`config.mk`:
```
export PLATFORM = sky130hd
export DESIGN_NAME = iratp_top
export DESIGN_NICKNAME = d
export VERILOG_FILES = /design/src/design/iratp_pkg.sv /design/src/design/iratp_top.sv
export VERILOG_INCLUDE_DIRS = /design/src /design/src/design
export SDC_FILE = /design/constraint.sdc
export NUM_CORES = 1
export LEC_CHECK = 0
export ABC_AREA = 1
export BUFFER_PORTS_ARGS = -buffer_cell sky130_fd_sc_hd__buf_4
export CELL_PAD_IN_SITES_DETAIL_PLACEMENT = 0
export CELL_PAD_IN_SITES_GLOBAL_PLACEMENT = 1
export CORE_ASPECT_RATIO = 1.25
export CORE_UTILIZATION = 49
export CTS_CLUSTER_DIAMETER = 150
export DETAILED_ROUTE_END_ITERATION = 6
export GPL_TIMING_DRIVEN = 1
export PLACE_DENSITY = 0.93
export SLEW_MARGIN = 25
export SYNTH_ARGS = -nofsm -noshare
export SYNTH_HDL_FRONTEND = slang
export SYNTH_SLANG_ARGS = --single-unit
```
`constraint.sdc`:
```
create_clock -name clock_in -period 37.7 [get_ports clock_in]
set_input_delay 1.885 -clock clock_in [delete_from_list [all_inputs] [get_ports clock_in]]
set_output_delay 1.885 -clock clock_in [all_outputs]
set_load 0.1 [all_outputs]
```
`src/design/iratp_map.svh`:
```
// register indices, field positions, reset values and timing counts
// assumes: byte address of a register is four times its index
`ifndef IRATP_MAP_SVH
`define IRATP_MAP_SVH
`define IRATP_IDX_OFFSET 8'h1A
`define IRATP_IDX_LED 8'h1C
`define IRATP_IDX_REC 8'h1D
`define IRATP_IDX_GAIN 8'h1E
`define IRATP_IDX_CTRL 8'h20
`define IRATP_IDX_STAT 8'h21
`define IRATP_IDX_RESULT 8'h22
`define IRATP_RST_OFFSET 8'h60
`define IRATP_RST_LED 8'h00
`define IRATP_RST_REC 8'h70
`define IRATP_RST_GAIN 8'h00
`define IRATP_REC_LSB 4
`define IRATP_REC_MSB 6
`define IRATP_GAIN_MSB 2
`define IRATP_CTRL_START 0
`define IRATP_STAT_BUSY 0
`define IRATP_STAT_DONE 1
`define IRATP_STAT_OVR 2
`define IRATP_OVERRANGE 16'hFFFF
`define IRATP_RESULT_MAX 16'hFFFE
`define IRATP_ADC_CLK_NS 32'h00000032
`define IRATP_SYS_CLK_NS 32'h00000064
`define IRATP_INTEG_TICKS 8'h04
`define IRATP_RESP_OKAY 2'h0
`define IRATP_RESP_SLVERR 2'h2
`endif

```
`src/design/iratp_pkg.sv`:
```
// types and shared arithmetic of the converter parameter block
// assumes: iratp_map.svh on the include path
`include "iratp_map.svh"
package iratp_pkg;
    typedef enum logic [1:0] {
        st_idle = 2'b00,
        st_recover = 2'b01,
        st_integ = 2'b10,
        st_report = 2'b11
    } iratp_state_e;
    typedef struct packed {
        logic [7:0] offset;
        logic [2:0] rec;
        logic [2:0] gain;
    } iratp_set_s;
    typedef struct packed {
        logic [15:0] value;
        logic overrange;
    } iratp_res_s;
    // compressed offset: upper nibble exponent, lower nibble mantissa
    function automatic logic [15:0] expand_offset(input logic [7:0] c);
        logic [31:0] w;
        w = ({27'h0, 1'b1, c[3:0]} << c[7:4]) >> 4;
        if (c == 8'h00) return 16'h0000;
        if (|w[31:16]) return 16'hFFFF;
        return w[15:0];
    endfunction
    // recovery in system cycles, rounded up
    function automatic logic [15:0] rec_cycles(input logic [2:0] r,
                                               input logic [2:0] g);
        logic [31:0] n;
        n = (r == 3'h0) ? 32'h1 :
            (32'h1 << ({29'h0, r} + 32'h2)) - 32'h1;
        n = (n << g) * `IRATP_ADC_CLK_NS;
        n = (n + `IRATP_SYS_CLK_NS - 32'h1) / `IRATP_SYS_CLK_NS;
        return n[15:0];
    endfunction
    function automatic logic [7:0] div_top(input logic [2:0] g);
        return (8'h01 << g) - 8'h01;
    endfunction
    function automatic logic [15:0] report_value(input logic [16:0] s,
                                                 input logic [15:0] o);
        logic signed [18:0] t;
        t = $signed({{2{s[16]}}, s}) + $signed({3'h0, o});
        if (t < 0) return 16'h0000;
        if (t > $signed({3'h0, `IRATP_RESULT_MAX})) return `IRATP_RESULT_MAX;
        return t[15:0];
    endfunction
endpackage

```
`src/design/iratp_top.sv`:
```
// converter offset, infrared recovery and gain parameters with sequencer
// assumes: AXI4-Lite master, synchronous front end giving signed samples
// Functional notes
// - the 8-bit offset code expands to 16 bits and is added to results
// - code FFFF only ever means overrange; results clamp at FFFE to stay off it
// - offset codes 60, 70, 80 expand to 64, 128 and 256 codes
// - each infrared measurement starts with a recovery wait from bits 6:4
// - recovery is 1,7,15..511 converter clocks of 50 ns, times 2^gain
// - integration lasts a base time times 2^gain, gain in bits 2:0
// - gain 7 gives the largest integration factor, 128
// - gain divides the converter clock: 0 by 1, 4 by 16, 6 by 64
//
// The AXI4-Lite register port was chosen for this implementation.
`timescale 1ns/10ps
`include "iratp_map.svh"
module iratp_top (
    // clock and reset
    input wire logic clock_in,
    input wire logic rst_n_in,
    // axi4-lite write
    input wire logic [11:0] s_axi_awaddr_in,
    input wire logic s_axi_awvalid_in,
    output logic s_axi_awready_out,
    input wire logic [31:0] s_axi_wdata_in,
    input wire logic [3:0] s_axi_wstrb_in,
    input wire logic s_axi_wvalid_in,
    output logic s_axi_wready_out,
    output logic [1:0] s_axi_bresp_out,
    output logic s_axi_bvalid_out,
    input wire logic s_axi_bready_in,
    // axi4-lite read
    input wire logic [11:0] s_axi_araddr_in,
    input wire logic s_axi_arvalid_in,
    output logic s_axi_arready_out,
    output logic [31:0] s_axi_rdata_out,
    output logic [1:0] s_axi_rresp_out,
    output logic s_axi_rvalid_out,
    input wire logic s_axi_rready_in,
    // converter front end
    input wire logic start_in,
    input wire logic [16:0] sample_in,
    input wire logic overrange_in,
    // sequencer status
    output logic busy_out,
    output logic recovering_out,
    output logic integrating_out,
    output logic adc_tick_out,
    output logic result_valid_out,
    output iratp_pkg::iratp_res_s result_out
);
    import iratp_pkg::*;

    logic [11:0] aw_addr;
    logic [31:0] w_data;
    logic [3:0] w_strb;
    logic wr_do;
    logic [7:0] wr_idx;
    logic wr_ok;
    logic [7:0] rd_idx;
    logic [31:0] rd_word;
    logic rd_ok;
    logic [7:0] measurement_offset;
    logic [7:0] led_recovery_field;
    logic [2:0] infrared_recovery_code;
    logic [2:0] infrared_integration_gain;
    logic sw_start;
    logic done_flag;
    logic done_clear;
    iratp_state_e state;
    iratp_state_e next_state;
    iratp_set_s snap;
    logic start_go;
    logic [15:0] rec_left;
    logic [7:0] div_cnt;
    logic [7:0] integ_left;
    logic tick_now;
    logic ovr_seen;
    logic ovr_any;
    logic [15:0] off_exp;

    // write channel: address and data taken in either order
    assign wr_do = !s_axi_awready_out && !s_axi_wready_out &&
                   !s_axi_bvalid_out;
    assign wr_idx = aw_addr[9:2];
    assign wr_ok = (aw_addr[11:10] == 2'h0) &&
                   (wr_idx == `IRATP_IDX_OFFSET || wr_idx == `IRATP_IDX_LED ||
                    wr_idx == `IRATP_IDX_REC || wr_idx == `IRATP_IDX_GAIN ||
                    wr_idx == `IRATP_IDX_CTRL || wr_idx == `IRATP_IDX_STAT ||
                    wr_idx == `IRATP_IDX_RESULT);

    always_ff @(posedge clock_in) begin
        if (!rst_n_in) begin
            s_axi_awready_out <= 1'b1;
            aw_addr <= 12'h000;
        end else if (s_axi_awvalid_in && s_axi_awready_out) begin
            s_axi_awready_out <= 1'b0;
            aw_addr <= s_axi_awaddr_in;
        end else if (wr_do) begin
            s_axi_awready_out <= 1'b1;
        end
    end

    always_ff @(posedge clock_in) begin
        if (!rst_n_in) begin
            s_axi_wready_out <= 1'b1;
            w_data <= 32'h00000000;
            w_strb <= 4'h0;
        end else if (s_axi_wvalid_in && s_axi_wready_out) begin
            s_axi_wready_out <= 1'b0;
            w_data <= s_axi_wdata_in;
            w_strb <= s_axi_wstrb_in;
        end else if (wr_do) begin
            s_axi_wready_out <= 1'b1;
        end
    end

    always_ff @(posedge clock_in) begin
        if (!rst_n_in) begin
            s_axi_bvalid_out <= 1'b0;
            s_axi_bresp_out <= `IRATP_RESP_OKAY;
        end else if (wr_do) begin
            s_axi_bvalid_out <= 1'b1;
            s_axi_bresp_out <= wr_ok ? `IRATP_RESP_OKAY : `IRATP_RESP_SLVERR;
        end else if (s_axi_bready_in) begin
            s_axi_bvalid_out <= 1'b0;
        end
    end

    // parameter registers, reserved bits dropped on write
    always_ff @(posedge clock_in) begin
        if (!rst_n_in) begin
            measurement_offset <= `IRATP_RST_OFFSET;
            led_recovery_field <= `IRATP_RST_LED;
            infrared_recovery_code <=
                3'(`IRATP_RST_REC >> `IRATP_REC_LSB);
            infrared_integration_gain <= 3'(`IRATP_RST_GAIN);
        end else if (wr_do && w_strb[0]) begin
            if (wr_idx == `IRATP_IDX_OFFSET)
                measurement_offset <= w_data[7:0];
            if (wr_idx == `IRATP_IDX_LED)
                led_recovery_field <= w_data[7:0];
            if (wr_idx == `IRATP_IDX_REC)
                infrared_recovery_code <=
                    w_data[`IRATP_REC_MSB:`IRATP_REC_LSB];
            if (wr_idx == `IRATP_IDX_GAIN)
                infrared_integration_gain <= w_data[`IRATP_GAIN_MSB:0];
        end
    end

    // start request and done flag; a set beats a clear
    assign done_clear = wr_do && w_strb[0] && wr_idx == `IRATP_IDX_STAT &&
                        w_data[`IRATP_STAT_DONE];

    always_ff @(posedge clock_in) begin
        if (!rst_n_in)
            sw_start <= 1'b0;
        else if (wr_do && w_strb[0] && wr_idx == `IRATP_IDX_CTRL)
            sw_start <= w_data[`IRATP_CTRL_START];
        else if (start_go)
            sw_start <= 1'b0;
    end

    always_ff @(posedge clock_in) begin
        if (!rst_n_in)
            done_flag <= 1'b0;
        else if (state == st_report)
            done_flag <= 1'b1;
        else if (done_clear)
            done_flag <= 1'b0;
    end

    // read channel
    assign rd_idx = s_axi_araddr_in[9:2];

    always_comb begin
        rd_word = 32'h00000000;
        rd_ok = s_axi_araddr_in[11:10] == 2'h0;
        unique case (rd_idx)
            `IRATP_IDX_OFFSET: rd_word[7:0] = measurement_offset;
            `IRATP_IDX_LED: rd_word[7:0] = led_recovery_field;
            `IRATP_IDX_REC:
                rd_word[`IRATP_REC_MSB:`IRATP_REC_LSB] = infrared_recovery_code;
            `IRATP_IDX_GAIN:
                rd_word[`IRATP_GAIN_MSB:0] = infrared_integration_gain;
            `IRATP_IDX_CTRL: rd_word[`IRATP_CTRL_START] = sw_start;
            `IRATP_IDX_STAT: begin
                rd_word[`IRATP_STAT_BUSY] = busy_out;
                rd_word[`IRATP_STAT_DONE] = done_flag;
                rd_word[`IRATP_STAT_OVR] = result_out.overrange;
            end
            `IRATP_IDX_RESULT: rd_word[15:0] = result_out.value;
            default: rd_ok = 1'b0;
        endcase
    end

    always_ff @(posedge clock_in) begin
        if (!rst_n_in) begin
            s_axi_arready_out <= 1'b1;
            s_axi_rvalid_out <= 1'b0;
            s_axi_rdata_out <= 32'h00000000;
            s_axi_rresp_out <= `IRATP_RESP_OKAY;
        end else if (s_axi_arvalid_in && s_axi_arready_out) begin
            s_axi_arready_out <= 1'b0;
            s_axi_rvalid_out <= 1'b1;
            s_axi_rdata_out <= rd_ok ? rd_word : 32'h00000000;
            s_axi_rresp_out <= rd_ok ? `IRATP_RESP_OKAY : `IRATP_RESP_SLVERR;
        end else if (s_axi_rvalid_out && s_axi_rready_in) begin
            s_axi_arready_out <= 1'b1;
            s_axi_rvalid_out <= 1'b0;
        end
    end

    // measurement sequencer
    assign start_go = (state == st_idle) && (start_in || sw_start);
    assign tick_now = (state == st_integ) && (div_cnt == div_top(snap.gain));
    assign ovr_any = ovr_seen || overrange_in;
    assign off_exp = expand_offset(snap.offset);

    always_comb begin
        next_state = state;
        unique case (state)
            st_idle: if (start_go) next_state = st_recover;
            st_recover: if (rec_left == 16'h0001) next_state = st_integ;
            st_integ: begin
                if (tick_now && integ_left == 8'h01) next_state = st_report;
            end
            st_report: next_state = st_idle;
        endcase
    end

    always_ff @(posedge clock_in) begin
        if (!rst_n_in)
            state <= st_idle;
        else
            state <= next_state;
    end

    // settings are frozen for the whole measurement
    always_ff @(posedge clock_in) begin
        if (!rst_n_in)
            snap <= '0;
        else if (start_go)
            snap <= '{measurement_offset, infrared_recovery_code,
                      infrared_integration_gain};
    end

    always_ff @(posedge clock_in) begin
        if (!rst_n_in)
            rec_left <= 16'h0000;
        else if (start_go)
            rec_left <= rec_cycles(infrared_recovery_code,
                                   infrared_integration_gain);
        else if (state == st_recover)
            rec_left <= rec_left - 16'h0001;
    end

    // converter clock divided by 2^gain during integration
    always_ff @(posedge clock_in) begin
        if (!rst_n_in) begin
            div_cnt <= 8'h00;
            integ_left <= 8'h00;
        end else if (state != st_integ) begin
            div_cnt <= 8'h00;
            integ_left <= `IRATP_INTEG_TICKS;
        end else if (tick_now) begin
            div_cnt <= 8'h00;
            integ_left <= integ_left - 8'h01;
        end else begin
            div_cnt <= div_cnt + 8'h01;
        end
    end

    always_ff @(posedge clock_in) begin
        if (!rst_n_in)
            ovr_seen <= 1'b0;
        else if (start_go)
            ovr_seen <= 1'b0;
        else if (state == st_integ && overrange_in)
            ovr_seen <= 1'b1;
    end

    always_ff @(posedge clock_in) begin
        if (!rst_n_in) begin
            result_out <= '0;
            result_valid_out <= 1'b0;
        end else begin
            result_valid_out <= state == st_report;
            if (state == st_report) begin
                result_out.overrange <= ovr_any;
                result_out.value <= ovr_any ? `IRATP_OVERRANGE :
                    report_value(sample_in, off_exp);
            end
        end
    end

    always_ff @(posedge clock_in) begin
        if (!rst_n_in) begin
            busy_out <= 1'b0;
            recovering_out <= 1'b0;
            integrating_out <= 1'b0;
            adc_tick_out <= 1'b0;
        end else begin
            busy_out <= next_state != st_idle;
            recovering_out <= next_state == st_recover;
            integrating_out <= next_state == st_integ;
            adc_tick_out <= tick_now;
        end
    end

    // checking aids: cycles spent in the current state
    logic [15:0] phase_len;

    always_ff @(posedge clock_in) begin
        if (!rst_n_in || next_state != state)
            phase_len <= 16'h0000;
        else
            phase_len <= phase_len + 16'h0001;
    end
endmodule // iratp_top

```
==> metrics.cfg <==
[grt]
antenna_found_initial = 0
gr-total-overflow = 0
grt_pass1_vias = 27400
track_usage_pct = 25.8
grt_pass1_wl_mm = 132
grt_max_degree = 73

[die]
die_h_um = 276
ios = 149
die_area_um2 = 61000
die_w_um = 221
core_um2 = 59400
start_util_pct = 49.5
row_count = 100

[worst_setup_path]
cpMostUsedCell = nand2_1
max_stage_delay_ns = 0.59
arrival_ns = 32.90
crit_required_ns = 38.00
critPathBufInv = 14
start_kind = flip-flop
crit_fanout = 27
criticalPathCategory = flip-flop to flip-flop
cpMaxStageDelayCell = dfxtp_1
worst_setup_path_end_kind = flip-flop
critPathTopFamily = simple AND/OR/NAND/NOR gates

[clock_tree]
cts_buffers = 17
clockRootBuffer = clkbuf_16
cts_tree = yes
clkLatencyLatePin_ns = 0.42
postCtsSetupBuffers = 0
cts.clk_slew.worst_paths_ns = 0.06
cts_resized = 0
holdBufCountCts = 0
htreeDepth = 4
clock-sinks = 134
clk_path_buf_depth = 2

[route]
avgViaCountPerCell = 5.24
post_drt_wl_per_cell_um = 14.4
drt_iter0_markers = 1387
drc = 1
dr_total_vias = 28800
drt-pass1-iter-count = 7
final_antenna_net_count = 0
totalWireLength_mm = 79.4

[finish]
fin_nets = 4946
layout-drive-gt1-share_pct = 23.6
most-common-layout-cells = 1193 x nand2_1, 524 x inv_1, 411 x nand3_1
antennaDiodeCount = 0
syn_to_final_growth_pct = 4.38
fillers = 6221
postLayoutCellArea_um2 = 30700
final_common_cell = nand2_1

[timing]
fmaxAchievable_ghz = 0.0307
fin_crit_ns = 32.60
setup_violations = 0
final.setup_skew_ns = 0.0115
timing.final.crit_share_pct = 86.5
holdWs_ns = 0.460
worst_pin_slew_ns = 1.08
max_slew_margin_pct = 27.8
tns_ns = 0
finalMaxSlewViolations = 0
rsz0062_at_grt = false
worst_slack_ns = 5.10
finalHoldViolCount = 0

[placed_design]
port_buffers = 99
pre_cts_ws_ns = 5.15
hpwl_mm = 65.8
dpl-instance-area_um2 = 30000
gp_congestion = 0.902

[logic_synthesis]
synth_flop_cell = dfxtp_1
yosys_register_bits = 134
synthArstFlopShare_pct = 0
yosys_warnings = 0
synth.distinct_cells = 91
avgSynthCellArea_um2 = 6.25
synthesis.instances = 4705
yosysSeqAreaShare_pct = 9.13
synth_edf_count = 0
netlist_area_um2 = 29400

[flow_run]
maxCapViolCount = 0

[outcome]
violations = design-rule violations
status = finished, violations left

[worst_hold_path]
hp-class = flip-flop to flip-flop

## flip-flops by register name, indices dropped and copies added (netlist names), 2 cells and up
name,flops
snap,11
div_cnt,8
result_out,17
infrared_recovery_code,3
w_data,8
rec_left,16
led_recovery_field,8
aw_addr,10
integ_left,8
state,2
infrared_integration_gain,3
s_axi_rdata_out,16
measurement_offset,8
## layer usage
layer	wire [µm]	GRT usage (%)	up-vias
met1	34000	29.7	13100
met2	41200	50.5	506
met5	0	0	-
met3	1790	1.18	125
met4	2500	8.56	0
li1	-	-	15100
## cells in the mapped netlist (all sizes together) (4+ instances only)
cell type     n  share of area (%)
a21oi       163                3.0
o21ai       179                3.3
nor3         60                1.2
nand3b       23               0.64
and2          8               0.19
o31ai        11               0.28
clkinv       45               0.78
clkbuf       54                1.3
inv         620                8.1
mux2i         4               0.14
ha          105                4.5
nand3       545                 12
xor2        110                4.0
a211oi       18               0.46
o21bai        8               0.24
a221oi       12               0.36
o22ai         8               0.17
nor3b         6               0.15
o211ai       11               0.31
or2          12               0.26
fa           26                1.8
a22oi         7               0.18
nand2      1688                 29
buf          68                2.8
dfxtp       134                9.1
a31oi        13               0.28
nor2        539                9.3
a21o          4               0.10
nor4         11               0.26
and3          4              0.089
nand4       145                3.2
xnor2        43                1.4
## path summary, 6_finish.rpt
| kind | from | end | slack [ns] | cells after the start |
|---|---|---|---|---|
| max | infrared_recovery_code[1] | rec_left[0] | 5.10 | 183 |
| max reg2reg | infrared_recovery_code[1] | rec_left[0] | 5.10 | 183 |
| min reg2reg | aw_addr[7] | aw_addr[7] | 0.46 | 2 |
| min | aw_addr[7] | aw_addr[7] | 0.46 | 2 |
## worst reg2reg max path: cells and delay by family, from the launching register on
family / cells / cell delay (ns)
AND/OR/NAND/NOR: 142 / 22.51
XOR/XNOR: 4 / 1.27
adder cells (fa/ha/maj): 6 / 2.13
AO/OA/AOI/OAI: 17 / 4.49
buffers and inverters: 14 / 1.53
flip-flops: 1 / 0.59
## per-stage QoR
step                      utilization (%)  std cells
after floorplan                         -       4722
after global placement               50.5       5475
after detailed placement             50.5       5475
after CTS                            51.6       5507
after global routing                 51.6       5507
final                                51.6       5507
## area by class of cell
class	instances	area (µm²)	share of cell area (%)
Sequential cell	134	2680	8.74
Multi-Input combinational cell	3795	22900	74.6
Clock inverter	15	224	0.730
Tap cell	765	957	3.12
Inverter	669	2660	8.66
Timing Repair Buffer	112	841	2.74
Clock buffer	17	425	1.39
## cell families after synthesis
| kind of cell | synth area share (%) |
|---|---|
| simple gates | 56.7 |
| mux | 0.136 |
| flops | 9.13 |
| xor+xnor | 5.43 |
| compound gates | 9.07 |
| buf+inv | 13.2 |
| fa+ha+maj | 6.24 |
| other cells | 0.0128 |
Power is left out: the tool's default activity adds up to more than one toggle a clock period on the data nets, which glitch-free logic cannot reach.
